[src/verilog/caf_pkg.sv]
// constants and types shared by the acceptance filter design
// Function
// RULE1 - pointer 1111 steers hits to the receive fifo, 1110..0000 to buffer 14..0
// RULE2 - filter 12-15 pointer register: 15-12, 11-8, 7-4, 3-0, read/write, reset zero
// RULE3 - every compared standard id bit of the frame equals the filter's bit
// RULE4 - id register: standard id in 15-5, type select bit 3, ext id 17:16 in 1-0
// RULE5 - every compared extended id bit 17..0 must match; 15..0 in own register
// RULE6 - with type match set, type select picks extended-only or standard-only frames
// RULE7 - mask source 00, 01, 10 select mask 0, 1, 2; 11 selects no mask
// RULE8 - first mask select register holds filters 7..0, two bits each, reset zero
// RULE9 - second mask select register holds filters 15..8, two bits each, reset zero
// RULE10 - id register bits 4 and 2 ignore writes, read zero; id bits power up undefined
// RULE11 - mask bit one compares that id bit, mask bit zero makes it don't-care
// RULE12 - type match clear accepts standard or extended frames if ids agree
// RULE13 - a filter takes part only while its enable bit is one; enables reset to one
// RULE14 - no mask compares all bits; accepted frame goes where the filter points
package caf_pkg;
  // --------------------------------------------------------------
  // register map (byte addresses)
  // --------------------------------------------------------------
  localparam logic [11:0] OFS_BUFFER_POINTER  = 12'h000;
  localparam logic [11:0] OFS_MASK_SELECT1    = 12'h004;
  localparam logic [11:0] OFS_MASK_SELECT2    = 12'h008;
  localparam logic [11:0] OFS_FILTER_ENABLE   = 12'h00c;
  localparam logic [11:0] OFS_STATUS          = 12'h010;
  localparam logic [11:0] OFS_FILTER_ID_BASE  = 12'h080;
  localparam int          ID_REGION_BIT       = 7;
  localparam int          EID_SELECT_BIT      = 6;
  // --------------------------------------------------------------
  // reset values and field layout
  // --------------------------------------------------------------
  localparam logic [15:0] BUFFER_POINTER_RESET = 16'h0000;
  localparam logic [15:0] MASK_SELECT_RESET    = 16'h0000;
  localparam logic [15:0] FILTER_ENABLE_RESET  = 16'hffff;
  localparam logic [15:0] SID_WRITE_MASK       = 16'hffeb;
  localparam int          SID_FIELD_LSB        = 5;
  localparam int          TYPE_SELECT_BIT      = 3;
  localparam logic [3:0]  TARGET_FIFO          = 4'hf;
  localparam logic [1:0]  MASK_NONE            = 2'b11;
  localparam logic [1:0]  MASK_SRC0            = 2'b00;
  localparam logic [1:0]  MASK_SRC1            = 2'b01;
  localparam logic [3:0]  LAST_FILTER          = 4'hf;
  localparam logic [1:0]  RESP_OKAY            = 2'b00;
  localparam logic [1:0]  RESP_SLVERR          = 2'b10;
  typedef enum logic [1:0]
  {
    SCAN_IDLE    = 2'b00,
    SCAN_FETCH   = 2'b01,
    SCAN_COMPARE = 2'b11
  } caf_state_type;
endpackage

[src/verilog/caf_filter_memory.sv]
// filter identifier store: 16 words of {standard id reg, extended id reg}
`timescale 1ns/1ps
module caf_filter_memory
(
  input  wire logic        aclk,
  input  wire logic        wr_en,
  input  wire logic [3:0]  wr_addr,
  input  wire logic [3:0]  wr_be,
  input  wire logic [31:0] wr_data,
  input  wire logic [3:0]  rd_a_addr,
  output logic      [31:0] rd_a_data,
  input  wire logic [3:0]  rd_b_addr,
  output logic      [31:0] rd_b_data
);
  // no reset: identifier contents are undefined after power-up
  logic [31:0] mem_array [0:15];

  always_ff @(posedge aclk)
  begin
    for (int b = 0; b < 4; b++)
    begin
      if (wr_en && wr_be[b])
      begin
        mem_array[wr_addr][8*b +: 8] <= wr_data[8*b +: 8];
      end
    end
  end

  always_ff @(posedge aclk)
  begin
    rd_a_data <= mem_array[rd_a_addr];
    rd_b_data <= mem_array[rd_b_addr];
  end
endmodule // caf_filter_memory

[src/verilog/caf_acceptance_filter.sv]
// acceptance filter with axi4-lite register slave and sequential filter scan
`timescale 1ns/1ps
module caf_acceptance_filter
  import caf_pkg::*;
(
  input  wire logic        aclk,
  input  wire logic        aresetn,
  input  wire logic [11:0] s_axi_awaddr,
  input  wire logic        s_axi_awvalid,
  output logic             s_axi_awready,
  input  wire logic [31:0] s_axi_wdata,
  input  wire logic [3:0]  s_axi_wstrb,
  input  wire logic        s_axi_wvalid,
  output logic             s_axi_wready,
  output logic      [1:0]  s_axi_bresp,
  output logic             s_axi_bvalid,
  input  wire logic        s_axi_bready,
  input  wire logic [11:0] s_axi_araddr,
  input  wire logic        s_axi_arvalid,
  output logic             s_axi_arready,
  output logic      [31:0] s_axi_rdata,
  output logic      [1:0]  s_axi_rresp,
  output logic             s_axi_rvalid,
  input  wire logic        s_axi_rready,
  input  wire logic        frame_valid,
  output logic             frame_ready,
  input  wire logic        frame_extended,
  input  wire logic [10:0] frame_standard_id,
  input  wire logic [17:0] frame_extended_id,
  input  wire logic [15:0] mask0_standard_identifier,
  input  wire logic [15:0] mask0_extended_identifier,
  input  wire logic [15:0] mask1_standard_identifier,
  input  wire logic [15:0] mask1_extended_identifier,
  input  wire logic [15:0] mask2_standard_identifier,
  input  wire logic [15:0] mask2_extended_identifier,
  input  wire logic [47:0] filter0_11_buffer_pointer,
  output logic             accept_valid,
  output logic      [3:0]  accept_filter,
  output logic      [3:0]  accept_buffer,
  output logic             accept_to_fifo,
  output logic             reject_valid
);
  // ------------------------------------------------------------
  // helpers
  // ------------------------------------------------------------
  function automatic logic addr_mapped(input logic [11:0] a);
    addr_mapped = (a == OFS_BUFFER_POINTER) || (a == OFS_MASK_SELECT1) || (a == OFS_MASK_SELECT2) ||
                  (a == OFS_FILTER_ENABLE) || (a == OFS_STATUS) ||
                  ((a[11:ID_REGION_BIT] == OFS_FILTER_ID_BASE[11:ID_REGION_BIT]) && (a[1:0] == 2'b00));
  endfunction

  function automatic logic [15:0] strobe_merge(input logic [15:0] old_val, input logic [15:0] new_val,
                                               input logic [1:0] strb);
    strobe_merge = {strb[1] ? new_val[15:8] : old_val[15:8], strb[0] ? new_val[7:0] : old_val[7:0]};
  endfunction

  function automatic logic id_match(input logic [15:0] fsid, input logic [15:0] feid,
                                    input logic [15:0] msid, input logic [15:0] meid,
                                    input logic use_mask, input logic ext,
                                    input logic [10:0] standard_id_bits, input logic [17:0] extended_id_bits);
    logic [10:0] smask;
    logic [17:0] emask;
    logic        type_match;
    logic        ok;
    smask      = use_mask ? msid[15:SID_FIELD_LSB] : 11'h7ff;             // RULE11 RULE14
    emask      = use_mask ? {msid[1:0], meid} : 18'h3ffff;                // RULE11 RULE14
    type_match = use_mask ? msid[TYPE_SELECT_BIT] : 1'b1;
    ok         = ((fsid[15:SID_FIELD_LSB] ^ standard_id_bits) & smask) == 11'h000;     // RULE3 RULE4
    if (ext)
    begin
      ok = ok && ((({fsid[1:0], feid}) ^ extended_id_bits) & emask) == 18'h00000;     // RULE5
    end
    // a standard frame carries no extended bits, so only its sid is compared
    if (type_match)
    begin
      ok = ok && (fsid[TYPE_SELECT_BIT] == ext);                           // RULE6 RULE12
    end
    id_match = ok;
  endfunction

  // ------------------------------------------------------------
  // registers
  // ------------------------------------------------------------
  logic [15:0]   buffer_pointer_reg;
  logic [15:0]   mask_select1_reg;
  logic [15:0]   mask_select2_reg;
  logic [15:0]   filter_enable_reg;
  logic          aw_full_reg;
  logic          w_full_reg;
  logic [11:0]   aw_addr_reg;
  logic [31:0]   w_data_reg;
  logic [3:0]    w_strb_reg;
  logic [11:0]   ar_addr_reg;
  logic [1:0]    rd_stage_reg;
  logic          rd_sid_reg;
  caf_state_type scan_state_reg;
  logic [3:0]    scan_idx_reg;
  logic          frame_ext_reg;
  logic [10:0]   frame_sid_reg;
  logic [17:0]   frame_eid_reg;
  logic          last_hit_reg;
  logic [31:0]   scan_word;
  logic [31:0]   bus_word;
  logic          wr_fire;
  logic          wr_id;
  logic [3:0]    mem_be;
  logic [31:0]   mem_wdata;
  logic [31:0]   rd_word;
  logic [1:0]    cur_msel;
  logic [15:0]   cur_msid;
  logic [15:0]   cur_meid;
  logic [3:0]    cur_target;
  logic          cur_hit;
  logic [31:0]   msel_all;
  logic [63:0]   target_all;

  assign wr_fire = aw_full_reg && w_full_reg && !s_axi_bvalid;
  assign wr_id   = aw_addr_reg[11:ID_REGION_BIT] == OFS_FILTER_ID_BASE[11:ID_REGION_BIT];
  // a concatenation cannot be indexed directly, so the packed views are named
  assign msel_all   = {mask_select2_reg, mask_select1_reg};
  assign target_all = {buffer_pointer_reg, filter0_11_buffer_pointer};

  // ------------------------------------------------------------
  // axi write channel: address and data taken in either order
  // ------------------------------------------------------------
  always_ff @(posedge aclk)
  begin
    if (!aresetn)
    begin
      aw_full_reg   <= 1'b0;
      w_full_reg    <= 1'b0;
      s_axi_awready <= 1'b1;
      s_axi_wready  <= 1'b1;
      s_axi_bvalid  <= 1'b0;
      s_axi_bresp   <= RESP_OKAY;
      aw_addr_reg   <= 12'h000;
      w_data_reg    <= 32'h00000000;
      w_strb_reg    <= 4'h0;
    end
    else
    begin
      if (s_axi_awvalid && s_axi_awready)
      begin
        aw_full_reg   <= 1'b1;
        s_axi_awready <= 1'b0;
        aw_addr_reg   <= s_axi_awaddr;
      end
      if (s_axi_wvalid && s_axi_wready)
      begin
        w_full_reg   <= 1'b1;
        s_axi_wready <= 1'b0;
        w_data_reg   <= s_axi_wdata;
        w_strb_reg   <= s_axi_wstrb;
      end
      if (wr_fire)
      begin
        s_axi_bvalid <= 1'b1;
        s_axi_bresp  <= addr_mapped(aw_addr_reg) ? RESP_OKAY : RESP_SLVERR;
        aw_full_reg  <= 1'b0;
        w_full_reg   <= 1'b0;
      end
      if (s_axi_bvalid && s_axi_bready)
      begin
        s_axi_bvalid  <= 1'b0;
        s_axi_awready <= 1'b1;
        s_axi_wready  <= 1'b1;
      end
    end
  end

  // ------------------------------------------------------------
  // control registers
  // ------------------------------------------------------------
  always_ff @(posedge aclk)
  begin
    if (!aresetn)
    begin
      buffer_pointer_reg <= BUFFER_POINTER_RESET;                          // RULE2
      mask_select1_reg   <= MASK_SELECT_RESET;                             // RULE8
      mask_select2_reg   <= MASK_SELECT_RESET;                             // RULE9
      filter_enable_reg  <= FILTER_ENABLE_RESET;                           // RULE13
    end
    else if (wr_fire)
    begin
      case (aw_addr_reg)
        OFS_BUFFER_POINTER:
          buffer_pointer_reg <= strobe_merge(buffer_pointer_reg, w_data_reg[15:0], w_strb_reg[1:0]); // RULE2
        OFS_MASK_SELECT1:
          mask_select1_reg <= strobe_merge(mask_select1_reg, w_data_reg[15:0], w_strb_reg[1:0]);     // RULE8
        OFS_MASK_SELECT2:
          mask_select2_reg <= strobe_merge(mask_select2_reg, w_data_reg[15:0], w_strb_reg[1:0]);     // RULE9
        OFS_FILTER_ENABLE:
          filter_enable_reg <= strobe_merge(filter_enable_reg, w_data_reg[15:0], w_strb_reg[1:0]);
        default:
          ;
      endcase
    end
  end

  // ------------------------------------------------------------
  // identifier store: standard id in upper half, extended in lower
  // ------------------------------------------------------------
  always_comb
  begin
    mem_wdata = {w_data_reg[15:0] & SID_WRITE_MASK, w_data_reg[15:0]};   // RULE10
    if (aw_addr_reg[EID_SELECT_BIT])
    begin
      mem_be = {2'b00, w_strb_reg[1:0]};
    end
    else
    begin
      mem_be = {w_strb_reg[1:0], 2'b00};
    end
  end

  caf_filter_memory u_filter_memory
  (
    .aclk      (aclk),
    .wr_en     (wr_fire && wr_id && (aw_addr_reg[1:0] == 2'b00)),
    .wr_addr   (aw_addr_reg[5:2]),
    .wr_be     (mem_be),
    .wr_data   (mem_wdata),
    .rd_a_addr (scan_idx_reg),
    .rd_a_data (scan_word),
    .rd_b_addr (ar_addr_reg[5:2]),
    .rd_b_data (bus_word)
  );

  // ------------------------------------------------------------
  // axi read channel: answer two edges after the address is taken
  // ------------------------------------------------------------
  always_comb
  begin
    rd_word = 32'h00000000;
    case (ar_addr_reg)
      OFS_BUFFER_POINTER: rd_word = {16'h0000, buffer_pointer_reg};
      OFS_MASK_SELECT1:   rd_word = {16'h0000, mask_select1_reg};
      OFS_MASK_SELECT2:   rd_word = {16'h0000, mask_select2_reg};
      OFS_FILTER_ENABLE:  rd_word = {16'h0000, filter_enable_reg};
      OFS_STATUS:         rd_word = {20'h00000, accept_buffer, accept_filter, 2'b00, last_hit_reg,
                                     scan_state_reg != SCAN_IDLE};
      default:
      begin
        if (addr_mapped(ar_addr_reg))
        begin
          rd_word = {16'h0000, ar_addr_reg[EID_SELECT_BIT] ? bus_word[15:0] : bus_word[31:16]};
        end
      end
    endcase
  end

  always_ff @(posedge aclk)
  begin
    if (!aresetn)
    begin
      s_axi_arready <= 1'b1;
      s_axi_rvalid  <= 1'b0;
      s_axi_rdata   <= 32'h00000000;
      s_axi_rresp   <= RESP_OKAY;
      ar_addr_reg   <= 12'h000;
      rd_stage_reg  <= 2'b00;
      rd_sid_reg    <= 1'b0;
    end
    else
    begin
      rd_stage_reg <= {rd_stage_reg[0], 1'b0};
      if (s_axi_arvalid && s_axi_arready)
      begin
        s_axi_arready <= 1'b0;
        ar_addr_reg   <= s_axi_araddr;
        rd_stage_reg  <= 2'b01;
      end
      // memory read data is registered, hence the extra stage
      if (rd_stage_reg[1])
      begin
        s_axi_rvalid <= 1'b1;
        s_axi_rdata  <= rd_word;
        s_axi_rresp  <= addr_mapped(ar_addr_reg) ? RESP_OKAY : RESP_SLVERR;
        rd_sid_reg   <= addr_mapped(ar_addr_reg) && (ar_addr_reg[11:ID_REGION_BIT] == 5'b00001) &&
                        !ar_addr_reg[EID_SELECT_BIT];
      end
      if (s_axi_rvalid && s_axi_rready)
      begin
        s_axi_rvalid  <= 1'b0;
        s_axi_arready <= 1'b1;
      end
    end
  end

  // ------------------------------------------------------------
  // per-filter selection for the filter under scan
  // ------------------------------------------------------------
  always_comb
  begin
    cur_msel   = msel_all[2*scan_idx_reg +: 2];                                      // RULE8 RULE9
    cur_target = target_all[4*scan_idx_reg +: 4];                                    // RULE2 RULE14
    case (cur_msel)                                                                   // RULE7
      MASK_SRC0:
      begin
        cur_msid = mask0_standard_identifier;
        cur_meid = mask0_extended_identifier;
      end
      MASK_SRC1:
      begin
        cur_msid = mask1_standard_identifier;
        cur_meid = mask1_extended_identifier;
      end
      default:
      begin
        cur_msid = mask2_standard_identifier;
        cur_meid = mask2_extended_identifier;
      end
    endcase
    cur_hit = filter_enable_reg[scan_idx_reg] &&                                      // RULE13
              id_match(scan_word[31:16], scan_word[15:0], cur_msid, cur_meid, cur_msel != MASK_NONE,
                       frame_ext_reg, frame_sid_reg, frame_eid_reg);
  end

  // ------------------------------------------------------------
  // scan: one filter per two cycles, lowest hit wins
  // ------------------------------------------------------------
  always_ff @(posedge aclk)
  begin
    if (!aresetn)
    begin
      scan_state_reg <= SCAN_IDLE;
      scan_idx_reg   <= 4'h0;
      frame_ready    <= 1'b1;
      frame_ext_reg  <= 1'b0;
      frame_sid_reg  <= 11'h000;
      frame_eid_reg  <= 18'h00000;
      accept_valid   <= 1'b0;
      accept_filter  <= 4'h0;
      accept_buffer  <= 4'h0;
      accept_to_fifo <= 1'b0;
      reject_valid   <= 1'b0;
      last_hit_reg   <= 1'b0;
    end
    else
    begin
      accept_valid <= 1'b0;
      reject_valid <= 1'b0;
      case (scan_state_reg)
        SCAN_IDLE:
        begin
          if (frame_valid)
          begin
            frame_ext_reg  <= frame_extended;
            frame_sid_reg  <= frame_standard_id;
            frame_eid_reg  <= frame_extended_id;
            scan_idx_reg   <= 4'h0;
            frame_ready    <= 1'b0;
            scan_state_reg <= SCAN_FETCH;
          end
        end
        SCAN_FETCH:
          scan_state_reg <= SCAN_COMPARE;
        SCAN_COMPARE:
        begin
          if (cur_hit)
          begin
            accept_valid   <= 1'b1;
            accept_filter  <= scan_idx_reg;
            accept_buffer  <= cur_target;                                  // RULE14
            accept_to_fifo <= cur_target == TARGET_FIFO;                   // RULE1
            last_hit_reg   <= 1'b1;
            frame_ready    <= 1'b1;
            scan_state_reg <= SCAN_IDLE;
          end
          else if (scan_idx_reg == LAST_FILTER)
          begin
            reject_valid   <= 1'b1;
            last_hit_reg   <= 1'b0;
            frame_ready    <= 1'b1;
            scan_state_reg <= SCAN_IDLE;
          end
          else
          begin
            scan_idx_reg   <= scan_idx_reg + 4'h1;
            scan_state_reg <= SCAN_FETCH;
          end
        end
        default:
          scan_state_reg <= SCAN_IDLE;
      endcase
    end
  end

  // ------------------------------------------------------------
  // checks
  // ------------------------------------------------------------
  logic [15:0] enable_snap_reg;

  always_ff @(posedge aclk)
  begin
    enable_snap_reg <= filter_enable_reg;
  end
endmodule // caf_acceptance_filter

[config.mk]
export PLATFORM = sky130hd
export DESIGN_NAME = caf_acceptance_filter
export DESIGN_NICKNAME = d
export VERILOG_FILES = /design/src/verilog/caf_pkg.sv /design/src/verilog/caf_filter_memory.sv /design/src/verilog/caf_acceptance_filter.sv
export SDC_FILE = /design/constraint.sdc
export NUM_CORES = 1
export LEC_CHECK = 0
export BUFFER_PORTS_ARGS = -buffer_cell sky130_fd_sc_hd__buf_2
export CAP_MARGIN = 25
export CORE_MARGIN = 3
export CORE_UTILIZATION = 47
export DETAILED_ROUTE_END_ITERATION = 8
export GPL_TIMING_DRIVEN = 0
export PLACE_DENSITY_LB_ADDON = 0.12
export SKIP_CTS_REPAIR_TIMING = 1
export SLEW_MARGIN = 20
export SYNTH_ARGS = -nofsm -noshare
export SYNTH_HDL_FRONTEND = slang
export SYNTH_SLANG_ARGS = --single-unit
[constraint.sdc]
create_clock -name aclk -period 8.1 [get_ports aclk]
set_clock_uncertainty 0.2 [all_clocks]
set_input_delay 1.62 -clock aclk [delete_from_list [all_inputs] [get_ports aclk]]
set_output_delay 1.62 -clock aclk [all_outputs]
set_load 0.01 [all_outputs]
==> run_results.csv <==
group,metric,value,unit
min_path,hold_class,"flip-flop to flip-flop",
floorplanning,horizontal_die_dimension,270,um
clocking,htree_num_levels,3,
floorplanning,top_level_ports,295,
finish,layout-drive-gt1-share,31.1,%
timing,grt_setup_unrepaired,"no",
clocking,clk_latency,0.64,ns
critical_path,endpoint_kind,"flip-flop",
finish,largest_register,"u_filter_memory.mem_array",
drt,detail_route_antenna_nets,0,
drt,wl,107000,um
placement,post-dp-hpwl,82000,um
timing,max_clock_freq,0.201,GHz
clocking,numCtsBuffers,80,
yosys,postSynthAreaPerCell,15.2,sq um
timing,final.min_clock_period,4.96,ns
timing,timing.final.setup_violations,0,
timing,post-route-period-util,61.3,%
power,vdd.ir_drop.worst,166,uV
drt,detail_route.vias_per_cell,6.16,
clocking,clk_root_buffer_cell,"clkbuf_16",
yosys,netlist-cell-type-count,76,
drt,detail_route.wl_per_cell,30.4,um
yosys,async_flop_share,0,%
clocking,max-clock-path-buffers,3,
drt,detail_route.first_pass.iterations,5,
finish,mostFrequentLayoutCells,"edfxtp_1, mux4_2, buf_2",
finish,post-route-util,55.9,%
floorplanning,die_y,270,um
finish,postLayoutCellArea,0.0384,sq mm
finish,area_growth_syn_to_layout,17.6,%
finish,number_of_flip_flops_under_the_largest_register_name,480,
yosys,cells_after_synthesis,2148,
flow_run,max_cap_violations,0,
critical_path,timing.critical_path.slowest_cell_delay,0.80,ns
global_route,aggregate_global_route_resource_usage,29.3,%
yosys,postSynth.topFlopCell,"edfxtp_1",
placement,placed_cell_area,0.0356,sq mm
critical_path,worstSetupStartpointType,"flip-flop",
yosys,synth-edff-count,480,
yosys,yosysWarningCount,0,
yosys,seq_area_frac_synth,58.9,%
critical_path,cp.arrival,5.22,ns
placement,placed_cells_incl_taps,3367,
timing,worst_pin_slew,1.15,ns
timing,timing_hold_violations_final,0,
finish,diodes,0,
global_route,number_of_global_route_vias_before_repair,21985,
floorplanning,dieArea,0.0727,sq mm
floorplanning,initial_core_util,47.6,%
drt,route.detailed.drc,0,
timing,maxSlewViolCount,0,
critical_path,crit_path_max_fanout,10,
finish,reg.largest.list,"u_filter_memory.mem_array (480), u_filter_memory.rd_a_data (30), u_filter_memory.rd_b_data (30)",
drt,num_vias,21729,
timing,setup_tns,0,ns
clocking,cts_sinks,722,
finish,non_filler_instance_count_after_layout,3529,
global_route,grt_first_pass_wirelength,153000,um
floorplanning,core_area,0.0687,sq mm
status,run_status,"finished clean",
critical_path,worstSetupPathType,"flip-flop to flip-flop",
yosys,synth_seq_cells,722,
global_route,gr-total-overflow,0,
critical_path,crit_path_top_delay_cell,"clkbuf_1",
power,pwr_density_cell,218,mW/mm^2
finish,layout.filler_cells,5587,
clocking,tritoncts,"yes",
placement,gpl.final_weighted_congestion,0.982,
timing,slew-limit-headroom,23.0,%
placement,port_buffers,252,
global_route,grt_start_max_net_pins,38,
critical_path,crit_chain,"buf_2 > buf_1 > clkbuf_1 > clkbuf_1 > buf_6 > buf_1 > mux4_2 > mux4_2",
floorplanning,rows,96,
global_route,grt_antenna_before_repair,1,
finish,finalNetCount,2774,
clocking,path_clk_slew,0.06,ns
critical_path,critPathRequiredTime,8.35,ns
yosys,netlist_area,0.0327,sq mm
finish,mostFrequentLayoutCell,"edfxtp_1",
power,cellLeakagePower,0.0137,uW
drt,drt_first_iter_violations,2322,
## layer usage
layer | part of all wire, % | GRT usage, %
met1 | 38 | 37.0
met5 | 0 | 0
met4 | 3.4 | 9.21
met2 | 49 | 49.2
met3 | 9.8 | 8.68
## final cells by class
| type | count | area (sq um) | share of cell area (%) |
|---|---|---|---|
| inverter | 9 | 33.8 | 0.0879 |
| sequential | 722 | 19300 | 50.2 |
| clock inverter | 38 | 459 | 1.20 |
| clock buffer | 111 | 2230 | 5.81 |
| timing repair buffer | 284 | 1790 | 4.66 |
| tap | 931 | 1160 | 3.03 |
| multi-input combinational | 1263 | 12700 | 33.1 |
| buffer | 171 | 753 | 1.96 |
## cell usage after synthesis (3+ instances only)
library cell	n	area, sq um
edfxtp_1	480	14400
mux4_2	328	7390
nand2_1	254	953
dfxtp_1	242	4840
nor2_1	155	582
a21oi_1	109	546
clkbuf_1	105	394
mux2i_1	91	911
nand3_1	47	235
buf_1	35	131
xor2_1	30	263
a221oi_1	24	210
o21ai_0	24	120
a22oi_1	20	150
buf_4	18	135
nand4_1	14	87.6
o22ai_1	12	75.1
buf_2	11	55.1
mux2_2	9	101
nor2b_1	9	56.3
and2_1	8	50.1
inv_1	8	30.0
and3_1	7	43.8
nand2b_1	7	43.8
nor3_1	6	30.0
o211ai_1	5	37.5
a222oi_1	4	40.0
a22o_1	4	35.0
nor4_1	4	25.0
o31ai_1	4	30.0
or3_1	4	25.0
or4_1	4	30.0
a21o_1	3	22.5
a31o_2	3	26.3
a31oi_1	3	18.8
nor3b_1	3	22.5
o221ai_1	3	26.3
## cells by family after synthesis
family	synth area share (%)
AO/OA/AOI/OAI	4.94
other	0.0115
multiplexers	25.8
adder cells (fa/ha/maj)	0.0383
flip-flops	58.9
AND/OR/NAND/NOR	7.09
buffers and inverters	2.36
XOR/XNOR	0.831
## power by group
| part | switching [uW] | total (uW) | internal [uW] |
|---|---|---|---|
| combinational | 366 | 626 | 260 |
| clock | 1500 | 3720 | 2220 |
| sequential | 66.4 | 4040 | 3970 |
## final timing paths
kind,start,slack [ns],depth (start not counted),to
worst max register to register,scan_idx_reg[1]$_SDFFE_PN0P_,3.14,8,u_filter_memory.rd_a_data[17]$_DFF_P_
worst max-delay path,scan_idx_reg[1]$_SDFFE_PN0P_,3.14,8,u_filter_memory.rd_a_data[17]$_DFF_P_
worst min register to register,aw_addr_reg[1]$_SDFFE_PN0P_,0.25,2,aw_addr_reg[1]$_SDFFE_PN0P_
worst min-delay path,aw_addr_reg[1]$_SDFFE_PN0P_,0.25,2,aw_addr_reg[1]$_SDFFE_PN0P_
## per-stage QoR
stage                     hold WS (ns)  setup slack [ns]  power, uW
final                            0.250              3.14       8390
after global routing             0.267              3.00       8630
after CTS                        0.253              3.19       8430
after detailed placement         0.245              3.22       4730
after global placement           0.238              2.88       4700
after floorplan                  0.231              4.24       4430
## critical path: cells and delay by family, from the launching register on
| family | cells | cell delay, ns |
|---|---|---|
| buffers and inverters | 6 | 3.17 |
| flip-flops | 1 | 0.39 |
| multiplexers | 2 | 1.01 |
Note: power is estimated with default switching activity, not from simulation.
